==> config.mk <==
export PLATFORM = sky130hd
export DESIGN_NAME = isp_host
export DESIGN_NICKNAME = d
export VERILOG_FILES = /design/src/verilog/isp_host_pkg.sv /design/src/verilog/isp_shifter.sv /design/src/verilog/isp_host.sv
export SDC_FILE = /design/constraint.sdc
export NUM_CORES = 1
export LEC_CHECK = 0
export BUFFER_PORTS_ARGS = -buffer_cell sky130_fd_sc_hd__buf_2
export CAP_MARGIN = 15
export CORE_ASPECT_RATIO = 1.2
export CORE_MARGIN = 2
export CORE_UTILIZATION = 55
export DETAILED_ROUTE_END_ITERATION = 8
export GPL_TIMING_DRIVEN = 0
export HOLD_SLACK_MARGIN = 0.03
export PLACE_DENSITY = 0.81
export SLEW_MARGIN = 20
export SYNTH_ARGS = -nofsm -noshare
export SYNTH_HDL_FRONTEND = slang
export SYNTH_SLANG_ARGS = --single-unit
==> constraint.sdc <==
create_clock -name clock -period 8.56 [get_ports clock]
set_input_delay 1.284 -clock clock [delete_from_list [all_inputs] [get_ports clock]]
set_output_delay 1.284 -clock clock [all_outputs]
set_load 0.1 [all_outputs]
==> src/verilog/isp_host_pkg.sv <==
// Package for the serial in-system programming host controller.
// Assumes a 20 MHz system clock; the millisecond waits derive from it.
package isp_host_pkg;

  // ****************************************************************
  // Clock and timing
  // ****************************************************************
  localparam int CLK_HZ          = 20_000_000;
  localparam int POWERUP_MS      = 20;
  localparam int ERASE_MS        = 10;
  localparam int FIXED_WAIT_MS   = 4;
  localparam int POWERUP_CYCLES  = CLK_HZ / 1000 * POWERUP_MS;
  localparam int ERASE_CYCLES    = CLK_HZ / 1000 * ERASE_MS;
  localparam int FIXED_CYCLES    = CLK_HZ / 1000 * FIXED_WAIT_MS;
  localparam int SCK_HALF_CYCLES = 4;   // Half serial period: 200 ns
  localparam int RST_PULSE_CYCLES = 4;  // Reset pulse, well over two oscillator cycles
  localparam int MAX_ENABLE_TRIES = 32;

  // ****************************************************************
  // Instruction encodings
  // ****************************************************************
  localparam logic [7:0] OP_ENABLE   = 8'hAC;
  localparam logic [7:0] ENABLE_ECHO = 8'h53;
  localparam logic [7:0] ERASE_B2    = 8'h80;
  localparam logic [7:0] LOCK_B2     = 8'hE0;
  localparam logic [7:0] OP_PREAD    = 8'h20;
  localparam logic [7:0] OP_PWRITE   = 8'h40;
  localparam logic [7:0] OP_EREAD    = 8'hA0;
  localparam logic [7:0] OP_EWRITE   = 8'hC0;
  localparam logic [7:0] OP_CODE     = 8'h30;
  localparam logic [7:0] BUSY_VALUE  = 8'h7F;
  localparam logic [7:0] ERASED_VALUE = 8'hFF;
  localparam int         HBIT_POS    = 3;
  localparam logic [11:0] PROG_LAST  = 12'hFFF;
  localparam logic [8:0]  EE_LAST    = 9'h1FF;

  // ****************************************************************
  // Command types
  // ****************************************************************
  typedef enum logic [2:0] {
    CMD_PREAD, CMD_PWRITE, CMD_EREAD, CMD_EWRITE,
    CMD_ERASE, CMD_LOCK, CMD_CODE, CMD_END
  } cmd_e;

  typedef struct packed {
    cmd_e        kind;
    logic        highByte;
    logic [11:0] addr;
    logic [7:0]  data;
    logic        noErase;  // Memory not chip-erased before this write
  } cmd_s;

  typedef struct packed {
    logic       ok;
    logic       noDevice;
    logic [7:0] data;
  } rsp_s;

endpackage

==> src/verilog/isp_shifter.sv <==
// Four-byte serial shifter driving the programming link as master.
// Assumes the device samples on the rising edge and changes on falling.
`timescale 1ns/1ps
`default_nettype none
module isp_shifter
  import isp_host_pkg::*;
(
  // Clock and reset
  input  wire logic        clock,
  input  wire logic        sys_rst,
  // Frame request and result
  input  wire logic        start,
  input  wire logic [31:0] frame,
  output logic             done,
  output logic [31:0]      received,
  // Link pins
  output logic             sck,
  output logic             mosi,
  input  wire logic        misoSync
);

  // ****************************************************************
  // Bit timing
  // ****************************************************************
  logic [2:0]  halfCount;
  logic [5:0]  bitsLeft;
  logic [31:0] txShift;
  logic        busy;
  wire         halfTick  = busy && (halfCount == 3'(SCK_HALF_CYCLES - 1));
  wire         lastBit   = (bitsLeft == 6'h01);

  // Mode 0: data set while clock low, read just before the rising edge
  always_ff @(posedge clock or posedge sys_rst) begin
    if (sys_rst) begin
      halfCount <= 3'h0;
      bitsLeft  <= 6'h00;
      txShift   <= 32'h0;
      received  <= 32'h0;
      busy      <= 1'b0;
      done      <= 1'b0;
      sck       <= 1'b0;
      mosi      <= 1'b0;
    end else begin
      done <= 1'b0;
      if (start && !busy) begin
        busy      <= 1'b1;
        bitsLeft  <= 6'h20;
        halfCount <= 3'h0;
        txShift   <= {frame[30:0], 1'b0};
        mosi      <= frame[31];
      end else if (busy) begin
        halfCount <= halfTick ? 3'h0 : halfCount + 3'h1;
        if (halfTick && !sck) begin
          sck      <= 1'b1;
          // Late sample of the device output, settled long before
          received <= {received[30:0], misoSync};
        end else if (halfTick) begin
          sck      <= 1'b0;
          bitsLeft <= bitsLeft - 6'h01;
          mosi     <= txShift[31];
          txShift  <= {txShift[30:0], 1'b0};
          if (lastBit) begin
            busy <= 1'b0;
            done <= 1'b1;
          end
        end
      end
    end
  end

endmodule
`default_nettype wire

==> src/verilog/isp_host.sv <==
// Host controller for the serial in-system programming port.
// Assumes misoPin is asynchronous; commands come from logic on clock.
`timescale 1ns/1ps
`default_nettype none
module isp_host
  import isp_host_pkg::*;
#(
  parameter int POWERUP_WAIT = POWERUP_CYCLES,
  parameter int ERASE_WAIT   = ERASE_CYCLES,
  parameter int FIXED_WAIT   = FIXED_CYCLES,
  parameter int POLL_LIMIT   = 4096
) (
  // Clock and reset
  input  wire logic clock,
  input  wire logic sys_rst,
  // Command port
  input  wire logic cmdValid,
  input  wire cmd_s cmd,
  output logic      cmdReady,
  output logic      rspValid,
  output rsp_s      rsp,
  // Device pins
  output logic      targetReset,
  output logic      sckPin,
  output logic      mosiPin,
  input  wire logic misoPin
);

  // ****************************************************************
  // Parameter checks
  // ****************************************************************
  // Refused at elaboration: the timer is 20 bits and the poll counter 13
  if (POWERUP_WAIT < 1 || ERASE_WAIT < 1 || FIXED_WAIT < 1 || POLL_LIMIT < 1) begin
    $error("isp_host: wait counts must be at least one");
  end
  if (POWERUP_WAIT >= 2**20 || ERASE_WAIT >= 2**20 || FIXED_WAIT >= 2**20 ||
      POLL_LIMIT >= 2**13) begin
    $error("isp_host: wait counts exceed the timer width");
  end

  typedef enum logic [3:0] {
    ST_RSTPULSE, ST_POWERWAIT, ST_ENABLE, ST_ENCHECK, ST_NUDGE, ST_IDLE,
    ST_SEND, ST_POLL, ST_POLLCHECK, ST_FIXWAIT, ST_ERASEWAIT, ST_REPLY,
    ST_RELEASED, ST_DEAD
  } state_e;

  // ****************************************************************
  // Input synchroniser
  // ****************************************************************
  logic misoMeta;
  logic misoSync;
  always_ff @(posedge clock or posedge sys_rst) begin
    if (sys_rst) begin
      misoMeta <= 1'b0;
      misoSync <= 1'b0;
    end else begin
      misoMeta <= misoPin;
      misoSync <= misoMeta;
    end
  end

  // ****************************************************************
  // State and storage
  // ****************************************************************
  state_e      state;
  logic [19:0] timer;
  logic [5:0]  tries;
  logic [12:0] pollCount;
  cmd_s        held;
  logic        erased;
  logic        shStart;
  logic [31:0] shFrame;
  logic        shDone;
  logic [31:0] shRecv;
  logic        shSck;
  logic        shMosi;
  logic        nudgeSck;

  // ****************************************************************
  // Frame encoding and decisions
  // ****************************************************************
  wire [3:0]  addrHigh = held.addr[11:8];
  wire [7:0]  addrLow  = held.addr[7:0];
  wire [7:0]  hOp      = 8'(1 << HBIT_POS) & {8{held.highByte}};
  wire [31:0] enFrame  = {OP_ENABLE, ENABLE_ECHO, 16'h0000};
  wire [31:0] cmdFrame =
    (held.kind == CMD_PREAD)  ? {OP_PREAD | hOp, 4'h0, addrHigh, addrLow, 8'h00} :
    (held.kind == CMD_PWRITE) ? {OP_PWRITE | hOp, 4'h0, addrHigh, addrLow, held.data} :
    // EEPROM read, high address bit in byte two
    (held.kind == CMD_EREAD)  ? {OP_EREAD, 7'h00, held.addr[8], addrLow, 8'h00} :
    (held.kind == CMD_EWRITE) ? {OP_EWRITE, 7'h00, held.addr[8], addrLow, held.data} :
    (held.kind == CMD_ERASE)  ? {OP_ENABLE, ERASE_B2, 16'h0000} :
    // lock bits in positions two and one
    (held.kind == CMD_LOCK)   ? {OP_ENABLE, LOCK_B2 | {5'h00, held.data[2:1], 1'b0}, 16'h0000} :
    {OP_CODE, 8'h00, 6'h00, held.addr[1:0], 8'h00};
  // Read-back frame used for polling the written location
  wire [31:0] pollFrame = (held.kind == CMD_PWRITE) ?
    {OP_PREAD | hOp, 4'h0, addrHigh, addrLow, 8'h00} :
    {OP_EREAD, 7'h00, held.addr[8], addrLow, 8'h00};
  wire        isWrite   = (held.kind == CMD_PWRITE) || (held.kind == CMD_EWRITE);
  // fixed wait where polling cannot tell completion
  wire        needFixed = (held.data == BUSY_VALUE) ||
                          (held.noErase && held.data == ERASED_VALUE);
  // skip erased-value writes on an erased chip
  wire        skipWrite = isWrite && erased && !held.noErase && held.data == ERASED_VALUE;
  wire        addrBad   = (held.kind == CMD_EWRITE || held.kind == CMD_EREAD) ?
                          (held.addr > {3'h0, EE_LAST}) : (held.addr > PROG_LAST);
  wire        timerDone = (timer == 20'h0);
  // echo seen in the third byte
  wire        echoOk    = (shRecv[15:8] == ENABLE_ECHO);
  // polled value matches once writing completes
  wire        pollOk    = (shRecv[7:0] == held.data) && (shRecv[7:0] != BUSY_VALUE);
  wire        pollGiveUp = (pollCount == 13'(POLL_LIMIT));

  // ****************************************************************
  // Control sequence
  // ****************************************************************
  always_ff @(posedge clock or posedge sys_rst) begin
    if (sys_rst) begin
      // reset pulse with serial clock held low
      state       <= ST_RSTPULSE;
      timer       <= 20'(RST_PULSE_CYCLES);
      targetReset <= 1'b1;
      tries       <= 6'h00;
      pollCount   <= 13'h0;
      held        <= '0;
      erased      <= 1'b0;
      shStart     <= 1'b0;
      shFrame     <= 32'h0;
      nudgeSck    <= 1'b0;
      cmdReady    <= 1'b0;
      rspValid    <= 1'b0;
      rsp         <= '0;
    end else begin
      shStart  <= 1'b0;
      rspValid <= 1'b0;
      if (!timerDone)
        timer <= timer - 20'h1;
      unique case (state)
        ST_RSTPULSE: if (timerDone) begin
          targetReset <= 1'b0;
          timer       <= 20'(POWERUP_WAIT);
          state       <= ST_POWERWAIT;
        end
        ST_POWERWAIT: if (timerDone) begin
          state <= ST_ENABLE;
        end
        ST_ENABLE: begin
          shFrame <= enFrame;
          shStart <= 1'b1;
          state   <= ST_ENCHECK;
        end
        ST_ENCHECK: if (shDone) begin
          if (echoOk) begin
            tries    <= 6'h00;
            cmdReady <= 1'b1;
            state    <= ST_IDLE;
          end else if (tries == 6'(MAX_ENABLE_TRIES - 1)) begin
            rsp      <= '{ok: 1'b0, noDevice: 1'b1, data: 8'h00};
            rspValid <= 1'b1;
            state    <= ST_DEAD;
          end else begin
            tries    <= tries + 6'h01;
            nudgeSck <= 1'b1;
            timer    <= 20'(SCK_HALF_CYCLES);
            state    <= ST_NUDGE;
          end
        end
        ST_NUDGE: if (timerDone) begin
          if (nudgeSck) begin
            nudgeSck <= 1'b0;
            timer    <= 20'(SCK_HALF_CYCLES);
          end else begin
            state <= ST_ENABLE;
          end
        end
        ST_IDLE: if (cmdValid) begin
          held     <= cmd;
          cmdReady <= 1'b0;
          state    <= ST_SEND;
        end
        ST_SEND: begin
          if (held.kind == CMD_END) begin
            // release reset to end the session
            targetReset <= 1'b1;
            rsp         <= '{ok: 1'b1, noDevice: 1'b0, data: 8'h00};
            state       <= ST_RELEASED;
            rspValid    <= 1'b1;
          end else if (addrBad || skipWrite) begin
            rsp   <= '{ok: skipWrite, noDevice: 1'b0, data: 8'h00};
            state <= ST_REPLY;
          end else if (!shStart && !shDone) begin
            shFrame   <= cmdFrame;
            shStart   <= 1'b1;
            pollCount <= 13'h0;
            state     <= ST_POLL;
          end
        end
        ST_POLL: if (shDone) begin
          rsp <= '{ok: 1'b1, noDevice: 1'b0, data: shRecv[7:0]};
          if (held.kind == CMD_ERASE) begin
            // erase wait then reset pulse and re-enable
            erased <= 1'b1;
            timer  <= 20'(ERASE_WAIT);
            state  <= ST_ERASEWAIT;
          end else if (isWrite && needFixed) begin
            timer <= 20'(FIXED_WAIT);
            state <= ST_FIXWAIT;
          end else if (isWrite) begin
            shFrame <= pollFrame;
            shStart <= 1'b1;
            state   <= ST_POLLCHECK;
          end else begin
            state <= ST_REPLY;
          end
        end
        // data polling until the written value reads back or POLL_LIMIT is reached
        ST_POLLCHECK: if (shDone) begin
          pollCount <= pollCount + 13'h1;
          if (pollOk || pollGiveUp) begin
            rsp   <= '{ok: pollOk, noDevice: 1'b0, data: shRecv[7:0]};
            state <= ST_REPLY;
          end else begin
            shFrame <= pollFrame;
            shStart <= 1'b1;
          end
        end
        ST_FIXWAIT: if (timerDone) begin
          state <= ST_REPLY;
        end
        ST_ERASEWAIT: if (timerDone) begin
          if (!targetReset) begin
            targetReset <= 1'b1;
            timer       <= 20'(RST_PULSE_CYCLES);
          end else begin
            targetReset <= 1'b0;
            rspValid    <= 1'b1;
            state       <= ST_ENABLE;
          end
        end
        ST_REPLY: begin
          rspValid <= 1'b1;
          cmdReady <= 1'b1;
          state    <= ST_IDLE;
        end
        ST_RELEASED, ST_DEAD: begin
          cmdReady <= 1'b0;
        end
        default: state <= ST_DEAD;
      endcase
    end
  end

  // ****************************************************************
  // Serial shifter and pin drive
  // ****************************************************************
  isp_shifter shifter (
    .clock    (clock),
    .sys_rst  (sys_rst),
    .start    (shStart),
    .frame    (shFrame),
    .done     (shDone),
    .received (shRecv),
    .sck      (shSck),
    .mosi     (shMosi),
    .misoSync (misoSync)
  );

  // Registered pins; clock low outside frames except the retry pulse
  always_ff @(posedge clock or posedge sys_rst) begin
    if (sys_rst) begin
      sckPin  <= 1'b0;
      mosiPin <= 1'b0;
    end else begin
      sckPin  <= shSck | nudgeSck;
      mosiPin <= shMosi;
    end
  end

  // ****************************************************************
  // Checks
  // ****************************************************************
  // Length of the current target reset pulse, saturating
  logic [5:0] pulseAge;
  always_ff @(posedge clock or posedge sys_rst) begin
    if (sys_rst)
      pulseAge <= 6'h0;
    else
      pulseAge <= !targetReset ? 6'h0 : pulseAge + {5'h0, pulseAge != 6'h3F};
  end

  reset_width_a: assert property (@(posedge clock) disable iff (sys_rst)
    $fell(targetReset) |-> pulseAge >= 6'(RST_PULSE_CYCLES))
    else $error("target reset pulse too short");

  reset_low_a: assert property (@(posedge clock) disable iff (sys_rst)
    shStart |-> !targetReset) else $error("frame started with reset high");
  // no more than the permitted attempts
  tries_bound_a: assert property (@(posedge clock) disable iff (sys_rst)
    tries < 6'(MAX_ENABLE_TRIES)) else $error("too many enable attempts");
  dead_report_a: assert property (@(posedge clock) disable iff (sys_rst)
    (state == ST_ENCHECK && shDone && !echoOk && tries == 6'(MAX_ENABLE_TRIES - 1))
    |=> rspValid && rsp.noDevice)
    else $error("no-device report missing");
  // serial clock low while reset pulses at start
  sck_low_a: assert property (@(posedge clock) disable iff (sys_rst)
    (state == ST_RSTPULSE) |-> !sckPin) else $error("serial clock high in reset pulse");
  // reset pulse ahead of re-enable after erase
  erase_reset_a: assert property (@(posedge clock) disable iff (sys_rst)
    (state == ST_ERASEWAIT && timerDone && targetReset) |=> state == ST_ENABLE && !targetReset)
    else $error("erase restart sequence broken");
  release_hold_a: assert property (@(posedge clock) disable iff (sys_rst)
    (state == ST_RELEASED) |=> targetReset) else $error("reset not held after session");
  fixed_wait_a: assert property (@(posedge clock) disable iff (sys_rst)
    $rose(state == ST_FIXWAIT) |-> timer == 20'(FIXED_WAIT))
    else $error("fixed wait not loaded");
  // enable not sent before power-up wait
  power_wait_a: assert property (@(posedge clock) disable iff (sys_rst)
    (state == ST_POWERWAIT && !timerDone) |=> state != ST_ENABLE)
    else $error("enable sent early");

endmodule
`default_nettype wire

==> impl_metrics.tcl, run 1 <==
set metrics [dict create \
    status "finished clean" \
    p_per_area_mw_per_mm2 348 \
    max-vdd-ir-drop_mv 0.237 \
    crit_slowest_cell "dfstp_2" \
    regToRegStartpoint "timer[0]" \
    synth.avg_cell_area_um2 10.3 \
    vias 6823 \
    area.sequential_mm2 0.00446 \
    die_h_um 143 \
    seq_area_frac_synth 0.503 \
    grt_pass1_vias 6833 \
    grtUsageMet3 0.0403 \
    avgViaCountPerCell 5.96 \
    cts_buffers 17 \
    setup_tns_ns 0 \
    drive_gt1_frac 0.179 \
    grt_util_all_layers 0.247 \
    grt_setup_unrepaired "no" \
    overflow 0 \
    grt_pass1_wl_um 33400 \
    htreeDepth 4 \
    routedWlPerCell_um 17.7 \
    worst_pin_slew_ns 0.969 \
    netlist_area_mm2 0.00886 \
    antenna_found_initial 0 \
    hp-class "reg -> reg" \
    r2r_slack_ns 5.75 \
    routed_wl_um 20200 \
    n_fill_cell 1223 \
    nets 962 \
    tritoncts "done" \
    ios 44 \
    place_congestion 0.938 \
    startpoint "targetReset" \
    layout.cells.non_filler 1145 \
    setup_violations 0 \
    synth_cell_types 77 \
    multi_input_area_mm2 0.00405 \
    fin_ws_ns 5.75 \
    slowest_delay_ns 0.63 \
    fin_area_mm2 0.00998 \
    synth_top_cells_by_area "dfrtp_1 (50%), mux2i_1 (6.8%), mux2_2 (6.5%), nand2_1 (4.0%), o21ai_0 (3.5%)" \
    hold_violations 0 \
    dpl_worst_slack_ns 5.73 \
    worstPathCellList "buf_2" \
    path_clk_slew_ns 0.07 \
    reg2reg_to "timer[0]" \
    cts-root-buf "clkbuf_16" \
    crit_arrival_ns 1.53 \
    dp_hpwl_um 14000 \
    synthArstFlopShare 1.00 \
    dp_cells 1114 \
    hold_path_depth 0 \
    hold_buffers 0 \
    globalRouteMet1Util 0.307 \
    critPathTopFamily "flip-flops" \
    yosysTopAreaCell "dfrtp_1" \
    die_x_um 120 \
    start_util 0.564 \
    slew_headroom 0.347 \
    ys_ff_latch 178 \
    grt_max_degree 102 \
    hold-path-endpoint "misoSync" \
    synth_common_cells "dfrtp_1 (176), nand2_1 (94), nor2_1 (68)" \
    syn_to_final_growth_pct 12.6 \
    synth_fp_nets 899 \
    min_period_ns 2.81 \
    maxCapViolCount 0 \
    slew_viol_final 0 \
    antenna_cells 0 \
    core-area_mm2 0.0157 \
    critPathMaxFanout 8 \
    p_leak_nw 4.62 \
    required_ns 7.28 \
    synth_top_area_frac 0.497 \
    synth_edf_count 0 \
    yosys_warnings 0 \
    max_freq_ghz 0.356 \
    fp.dieArea_mm2 0.0172 \
    post_cts_buffers 0 \
    grt_busiest_layer "met2" \
    synth_most_common_cell "dfrtp_1" \
    drtAntennaViolNets 0 \
    min_from "misoMeta" \
    drt_pass1_iterations 5 \
    cts.sink_count 178 \
    rows 50 \
    cts-resized-gates 0 \
    cts.path.max_buffers 2 \
    end_kind "primary output" \
    grtUsageMet2 0.423 \
    fin_worst_skew_ns 0.0107 \
    cp_num_buf_inv 1 \
    placed_area_mm2 0.00938 \
    startpoint_type "flip-flop" \
    clock_latency_ns 0.44 \
    numPortBuffers 43 \
    netlist_instances 862 \
    path_class "reg -> out" \
    rr_worst_depth 10 \
    synth_ff_type "dfrtp_1" \
    drc_errors 0 \
    min_period_over_period 0.329 \
    drtIter0Drc 418 \
]
[kinds of logic (layout without fill, tap and decap cells)]
kind of cell	count (synthesis)	count (layout)	synth area share
DFF	178	178	0.503
buffers and inverters	84	159	0.0414
and+or+nand+nor	310	310	0.182
adders and majority gates	8	8	0.0113
AOI/OAI and AO/OA	133	133	0.0919
muxes	112	112	0.134
xor gates and xnor gates	37	37	0.0366
[stage by stage]
stage,hold slack (ns),util,power [mW]
6_report,0.351,0.636,3.47
5_1_grt,0.357,0.636,3.66
4_1_cts,0.354,0.636,3.46
3_5_place_dp,0.339,0.597,2.64
3_3_place_gp,0.334,0.595,2.59
2_1_floorplan,0.331,-,2.32
[layout by cell type (no fill, tap or decap), drive strengths merged, types with 11 or more instances in the layout]
cell type and instances:
a21oi 25, and3 11, buf 65, clkbuf 39
dfrtp 176, inv 48, mux2 52, mux2i 60
nand2 94, nand2b 11, nand3 20, nand4 19
nor2 69, nor3 19, nor4 16, o21ai 63
xnor2 17, xor2 20
[registers in the layout, indices dropped and copies added (netlist names), 3 cells and up]
register / flops
shifter.bitsLeft: 6
tries: 6
shifter.txShift: 31
shFrame: 30
shifter.received: 16
pollCount: 13
shifter.halfCount: 3
rsp: 10
timer: 20
held: 12
state: 4
addrLow: 8
addrHigh: 4
[area by class of cell]
type                            count  share of cell area
Sequential cell                   178               0.446
Buffer                             41              0.0206
Timing Repair Buffer               44              0.0243
Multi-Input combinational cell    600               0.405
Clock inverter                     12              0.0172
Tap cell                          208              0.0261
Inverter                           43              0.0169
Clock buffer                       19              0.0434
[per-layer routing]
layer  wire length (um)  share of wire
met1               8480           0.42
met2              10200           0.50
met3                992          0.049
met4                607          0.030
met5                  0              0
[power breakdown]
part	internal (mW)	total, mW	switching [mW]
registers	1.09	1.30	0.209
clock network	0.465	0.812	0.347
logic	0.522	1.36	0.835
[worst max-delay path by stage]
stage,to,slack [ns],cells past startpoint
4_1_cts,targetReset,5.75,1
6_report,targetReset,5.75,1
3_5_place_dp,held[23],5.73,4
3_3_place_gp,shifter.received[12],0.49,2
2_1_floorplan,addrHigh[0],2.45,1
5_1_grt,timer[0],5.55,10
No activity file was read; power rests on OpenSTA's default activity.
==> run 2, diff against run 1 <==
- ABC_AREA: unset -> 1
- PLACE_DENSITY: 0.81 -> 0.83
- clock period: 8.56 -> 2.5 ns (I/O delays scaled with it)
==> run 2 against run 1 <==
Against the previous run:
- combinational power down 92%
- cell area up 3.0%
- clock skew about the same
- total power up 60%
- cell count up 25%
- non-clock buffer count up 6
- setup slack worse by 5.6 ns
- clock-buffer cell count up 2
==> impl_metrics.tcl, run 2 <==
set metrics [dict create \
    layout.cells.non_filler 1427 \
    worstPathCellList "inv_1 -> ha_4 -> nand2_1 -> nor2_4 -> nand3_4 -> buf_4 -> ha_1 -> inv_1 -> a21oi_1 -> a21oi_1 -> o21ai_0 -> nand3_1" \
    status "finished clean" \
    synth_edf_count 0 \
    tritoncts "done" \
    fin_area_mm2 0.0103 \
    drt_pass1_iterations 7 \
    htreeDepth 4 \
    placed_area_mm2 0.00966 \
    drc_errors 0 \
    final_common_cell "nand2_1" \
    path_class "reg -> reg" \
    slew_viol_final 0 \
    synth_most_common_cell "nand2_1" \
    fp.dieArea_mm2 0.0175 \
    n_fill_cell 1359 \
    routed_wl_um 21800 \
    clock_latency_ns 0.43 \
    antenna_cells 0 \
    crit_slowest_cell "dfrtp_1" \
    max-vdd-ir-drop_mv 0.335 \
    synth_top_area_frac 0.487 \
    multi_input_area_mm2 0.00400 \
    synth_ff_type "dfrtp_1" \
    top_layer "met4" \
    dp_cells 1394 \
    grt_util_all_layers 0.262 \
    slowest_delay_ns 0.39 \
    fin_worst_skew_ns 0.0110 \
    drtAntennaViolNets 0 \
    rows 51 \
    startpoint_type "flip-flop" \
    cts-root-buf "clkbuf_16" \
    min_from "misoPin" \
    route.met3.wl_um 1120 \
    cts.sink_count 178 \
    synthArstFlopShare 1.00 \
    nets 1241 \
    min_period_over_period 0.924 \
    seq_area_frac_synth 0.492 \
    synth_common_cells "nand2_1 (293), dfrtp_1 (176), nor2_1 (135)" \
    p_leak_nw 5.05 \
    setup_violations 0 \
    finalPower_mw 5.54 \
    reg_top3 "shifter.txShift (31), shFrame (30), timer (20)" \
    drive_gt1_frac 0.108 \
    cts_buffers 17 \
    max_freq_ghz 0.433 \
    antenna_found_initial 0 \
    worst_pin_slew_ns 0.584 \
    core-area_mm2 0.0161 \
    vias 8040 \
    grt_max_degree 36 \
    rr_worst_depth 12 \
    hold_path_depth 1 \
    hold-path-endpoint "misoMeta" \
    maxCapViolCount 0 \
    max_flop_register "shifter.txShift" \
    reg2reg_to "timer[0]" \
    p_per_area_mw_per_mm2 539 \
    end_kind "flip-flop" \
    yosys_warnings 0 \
    synth_top_cells_by_area "dfrtp_1 (49%), nand2_1 (12%), nor2_1 (5.6%), inv_1 (4.4%), nand3_1 (3.3%)" \
    start_util 0.561 \
    ys_ff_latch 178 \
    grt_pass1_vias 7623 \
    place_congestion 0.924 \
    netlist_area_mm2 0.00905 \
    synth_cell_types 46 \
    largest_reg_flops 31 \
    path_clk_slew_ns 0.07 \
    critPathMaxFanout 10 \
    layout_common_cells "nand2_1 (293), dfrtp_1 (176), nor2_1 (132)" \
    drtIter0Drc 595 \
    die_x_um 121 \
    synth.avg_cell_area_um2 7.99 \
    die_h_um 145 \
    regToRegStartpoint "timer[1]" \
    met1_length_um 9260 \
    synth_fp_nets 1170 \
    dp_hpwl_um 16100 \
    dr_wl_met2_um 10900 \
    yosysTopAreaCell "dfrtp_1" \
    slew_headroom 0.609 \
    required_ns 2.81 \
    routedWlPerCell_um 15.3 \
    min_period_ns 2.31 \
    hp-class "in -> reg" \
    grt_setup_unrepaired "no" \
    area.sequential_mm2 0.00446 \
    startpoint "timer[1]" \
    ios 44 \
    cts.path.max_buffers 2 \
    holdWs_ns 0.0405 \
    numPortBuffers 43 \
    setup_tns_ns 0 \
    syn_to_final_growth_pct 13.7 \
    r2r_slack_ns 0.19 \
    avgViaCountPerCell 5.63 \
    crit_arrival_ns 2.62 \
    overflow 0 \
    hold_violations 0 \
    grt_pass1_wl_um 36500 \
    netlist_instances 1133 \
]
## run 2: cell count changes in the layout (fill, tap and decap cells not counted), moves of 29 or more
cell	previous run	this run
nand2_1	94	293
nor2_1	68	132
inv_1	41	104
mux2i_1	60	2
mux2_2	51	5
nand3_1	20	60
nand4_1	19	48
## run 2: worst max-delay path: cells and delay by family (launching register included)
family / cells / cell delay (ns)
compound gates: 3 / 0.33
fa+ha+maj: 2 / 0.49
buf+inv: 3 / 0.44
flops: 1 / 0.39
simple gates: 4 / 0.57
## run 2: worst max-delay path by stage
stage	to	slack, ns	cells after the start
final	timer[0]	0.19	12
after global routing	timer[0]	0.01	12
after CTS	timer[0]	0.02	12
after detailed placement	timer[0]	-0.26	12
after global placement	shifter.received[5]	-1.18	2
after floorplan	addrHigh[0]	-0.15	1
## run 2: what timing repair did
item | in CTS | in global routing
hold buffers | 1 | 0
hold endpoints to repair | 9 | 0
pin swaps | 1 | 1
gates resized for setup | 3 | 9
setup buffers | 0 | 2
setup endpoints to repair | 12 | 28
## run 2: report_power, final
group	leakage (nW)	internal (mW)	switching, mW
clock	0.271	1.43	1.12
combinational	2.45	0.0370	0.0672
sequential	2.33	2.88	0.000481
total	5.05	4.35	1.19
## run 2: kinds of logic after synthesis
| logic type | synth area share |
|---|---|
| flops | 0.492 |
| xor+xnor | 0.0310 |
| mux | 0.00843 |
| simple gates | 0.269 |
| compound gates | 0.119 |
| buf+inv | 0.0693 |
| fa+ha+maj | 0.0111 |
## run 2: per-layer routing
metal	up-vias	GRT usage
met4	0	0.105
li1	3880	-
met2	275	0.442
met1	3831	0.339
met5	-	0
met3	54	0.0402
## run 2: through the flow
step | setup WS (ns) | util
after floorplan | -0.154 | -
after global placement | -1.18 | 0.591
after detailed placement | -0.256 | 0.599
after CTS | 0.0159 | 0.635
after global routing | 0.0143 | 0.637
final | 0.190 | 0.637
## run 2: area by class of cell
type | instances | area share
buffer | 39 | 0.0193
clock buffer | 21 | 0.0448
clock inverter | 9 | 0.00961
inverter | 115 | 0.0423
multi-input combinational | 801 | 0.389
sequential | 178 | 0.433
tap | 212 | 0.0258
timing repair buffer | 52 | 0.0358
==> run 3, diff against run 2 <==
- CTS_CLUSTER_SIZE: unset -> 24
- SYNTH_HIERARCHICAL: unset -> 1
==> run 3 against run 2 <==
Against the previous run:
- clock-buffer cell count down 1
- routed wire length up 5.5%
- cell area up 4.2%
- clock power up 9.8%
- sequential cell count unchanged
- total power up 4.6%
- cell count up 9.5%
- critical endpoint unchanged
==> impl_metrics.tcl, run 3 <==
set metrics [dict create \
    crit_arrival_ns 2.62 \
    drtAntennaViolNets 0 \
    routedWlPerCell_um 14.7 \
    crit_slowest_cell "dfrtp_1" \
    synth.avg_cell_area_um2 7.48 \
    slowest_delay_ns 0.36 \
    maxCapViolCount 0 \
    nets 1372 \
    vias 8297 \
    drtIter0Drc 549 \
    start_util 0.561 \
    numPortBuffers 43 \
    grt_pass1_wl_um 38500 \
    antenna_cells 0 \
    p_leak_nw 5.74 \
    critPathTopFamily "adder cells" \
    worstSetupPathDepth 12 \
    grtUsageMet3 0.0451 \
    dp_hpwl_um 17000 \
    critPathMaxFanout 10 \
    grt_max_degree 37 \
    netlist_area_mm2 0.00946 \
    grt_setup_unrepaired "no" \
    cp_num_buf_inv 3 \
    status "finished clean" \
    htreeDepth 4 \
    rows 52 \
    regToRegStartpoint "timer[0]" \
    cts.path.max_buffers 2 \
    layout.cells.non_filler 1563 \
    drt_pass1_iterations 6 \
    setup_tns_ns 0 \
    min_period_over_period 0.920 \
    p_per_area_mw_per_mm2 540 \
    tritoncts "done" \
    finalPower_mw 5.79 \
    worst_pin_slew_ns 0.586 \
    antenna_found_initial 0 \
    fin_worst_skew_ns 0.00825 \
    reg_top3 "shifter/txShift (31), shFrame (30), timer (20)" \
    ios 44 \
    core-area_mm2 0.0169 \
    grtUsageMet2 0.451 \
    rr_worst_depth 12 \
    reg2reg_to "timer[0]" \
    hp-class "in -> reg" \
    clock_latency_ns 0.44 \
    cts_buffers 17 \
    setup_violations 0 \
    place_congestion 0.981 \
    required_ns 2.82 \
    min_from "misoPin" \
    startpoint "timer[0]" \
    routed_wl_um 23000 \
    grt_pass1_vias 8208 \
    cts-root-buf "clkbuf_16" \
    hold_violations 0 \
    max_freq_ghz 0.435 \
    die_x_um 124 \
    final_common_cell "nand2_1" \
    grt_busiest_layer "met2" \
    avgViaCountPerCell 5.31 \
    die_h_um 148 \
    globalRouteMet1Util 0.338 \
    cp_common_cell "inv_1" \
    syn_to_final_growth_pct 13.4 \
    drc_errors 0 \
    dp_cells 1530 \
    slew_headroom 0.609 \
    grt_util_all_layers 0.267 \
    min_period_ns 2.30 \
    startpoint_type "flip-flop" \
    path_clk_slew_ns 0.07 \
    worstPathCellList "inv_1 -> ha_2 -> nand2_1 -> nor2_4 -> nand3_4 -> clkbuf_4 -> ha_1 -> inv_1 -> a21oi_1 -> o21ai_0 -> o211ai_1 -> nand3_1" \
    layout_common_cells "nand2_1 (464), dfrtp_1 (176), nor2_1 (132)" \
    path_class "reg -> reg" \
    max-vdd-ir-drop_mv 0.499 \
    r2r_slack_ns 0.20 \
    cts.sink_count 178 \
    netlist_instances 1265 \
    slew_viol_final 0 \
    drive_gt1_frac 0.128 \
    max_flop_register "shifter/txShift" \
    n_fill_cell 1425 \
    fp.dieArea_mm2 0.0183 \
    largest_reg_flops 31 \
    crit_path_end "timer[0]" \
    yosys_warnings 6 \
    overflow 0 \
    end_kind "flip-flop" \
]
-- run 3: changes by cell type in the layout (fill, tap and decap cells not counted), sizes merged, moves of 6 or more --
| cell | previous run | this run |
|---|---|---|
| a211oi | 9 | 0 |
| a21oi | 53 | 40 |
| a22oi | 14 | 1 |
| buf | 68 | 83 |
| clkbuf | 43 | 31 |
| inv | 116 | 123 |
| nand2 | 297 | 473 |
| nand3 | 64 | 87 |
| nand4 | 48 | 26 |
| nor2 | 138 | 144 |
| o211ai | 18 | 2 |
| o21ai | 75 | 67 |
-- run 3: power breakdown --
part	leakage (nW)	switching (mW)	internal [mW]
Sequential	2.32	0.000326	2.88
Combinational	3.12	0.0721	0.0343
Clock	0.303	1.15	1.66
Total	5.74	1.22	4.57
-- run 3: routing by layer --
metal / wire length [um] / up-vias
li1: - / 4121
met1: 9830 / 3901
met2: 11500 / 219
met3: 975 / 56
met4: 681 / 0
met5: 0 / -
-- run 3: worst register-to-register path: cells and delay by family, from the launching register on --
family	cells	cell delay, ns
fa+ha+maj	2	0.55
buf+inv	3	0.43
compound gates	3	0.31
simple gates	4	0.53
flops	1	0.36
-- run 3: repair_timing --
action                                  4_1_cts  5_1_grt
setup buffers                                 0        1
endpoints found under the hold margin        43        0
resized for setup                             4        3
gates cloned                                  0        0
pin swaps                                     0        1
hold buffers                                  1        0
endpoints found under the setup margin        1        1
-- run 3: final cells by class --
cell class                      count  area [um2]  share of cell area
Sequential cell                   178        4460               0.416
Multi-Input combinational cell    921        4290               0.400
Inverter                          122         465              0.0434
Buffer                             45         278              0.0259
Tap cell                          216         270              0.0252
Clock inverter                     11         151              0.0141
Clock buffer                       20         467              0.0435
Timing Repair Buffer               50         340              0.0317
-- run 3: how the worst min path moves through the flow --
stage / slack (ns) / end / depth (start not counted)
CTS: 0.03 / misoMeta / 1
global route: 0.03 / misoMeta / 1
detailed placement: 0.33 / misoSync / 0
finish: 0.05 / misoMeta / 1
global placement: 0.34 / misoSync / 0
floorplan: 0.33 / misoSync / 0
-- run 3: through the flow --
stage               utilization  cell area (um2)  setup slack [ns]  hold WS, ns
floorplan                     -             9460             0.307        0.331
global placement          0.590             9950            -0.198        0.336
detailed placement        0.597            10100            -0.260        0.335
CTS                       0.635            10700            0.0260       0.0332
global route              0.636            10700            0.0123       0.0344
finish                    0.636            10700             0.199       0.0479
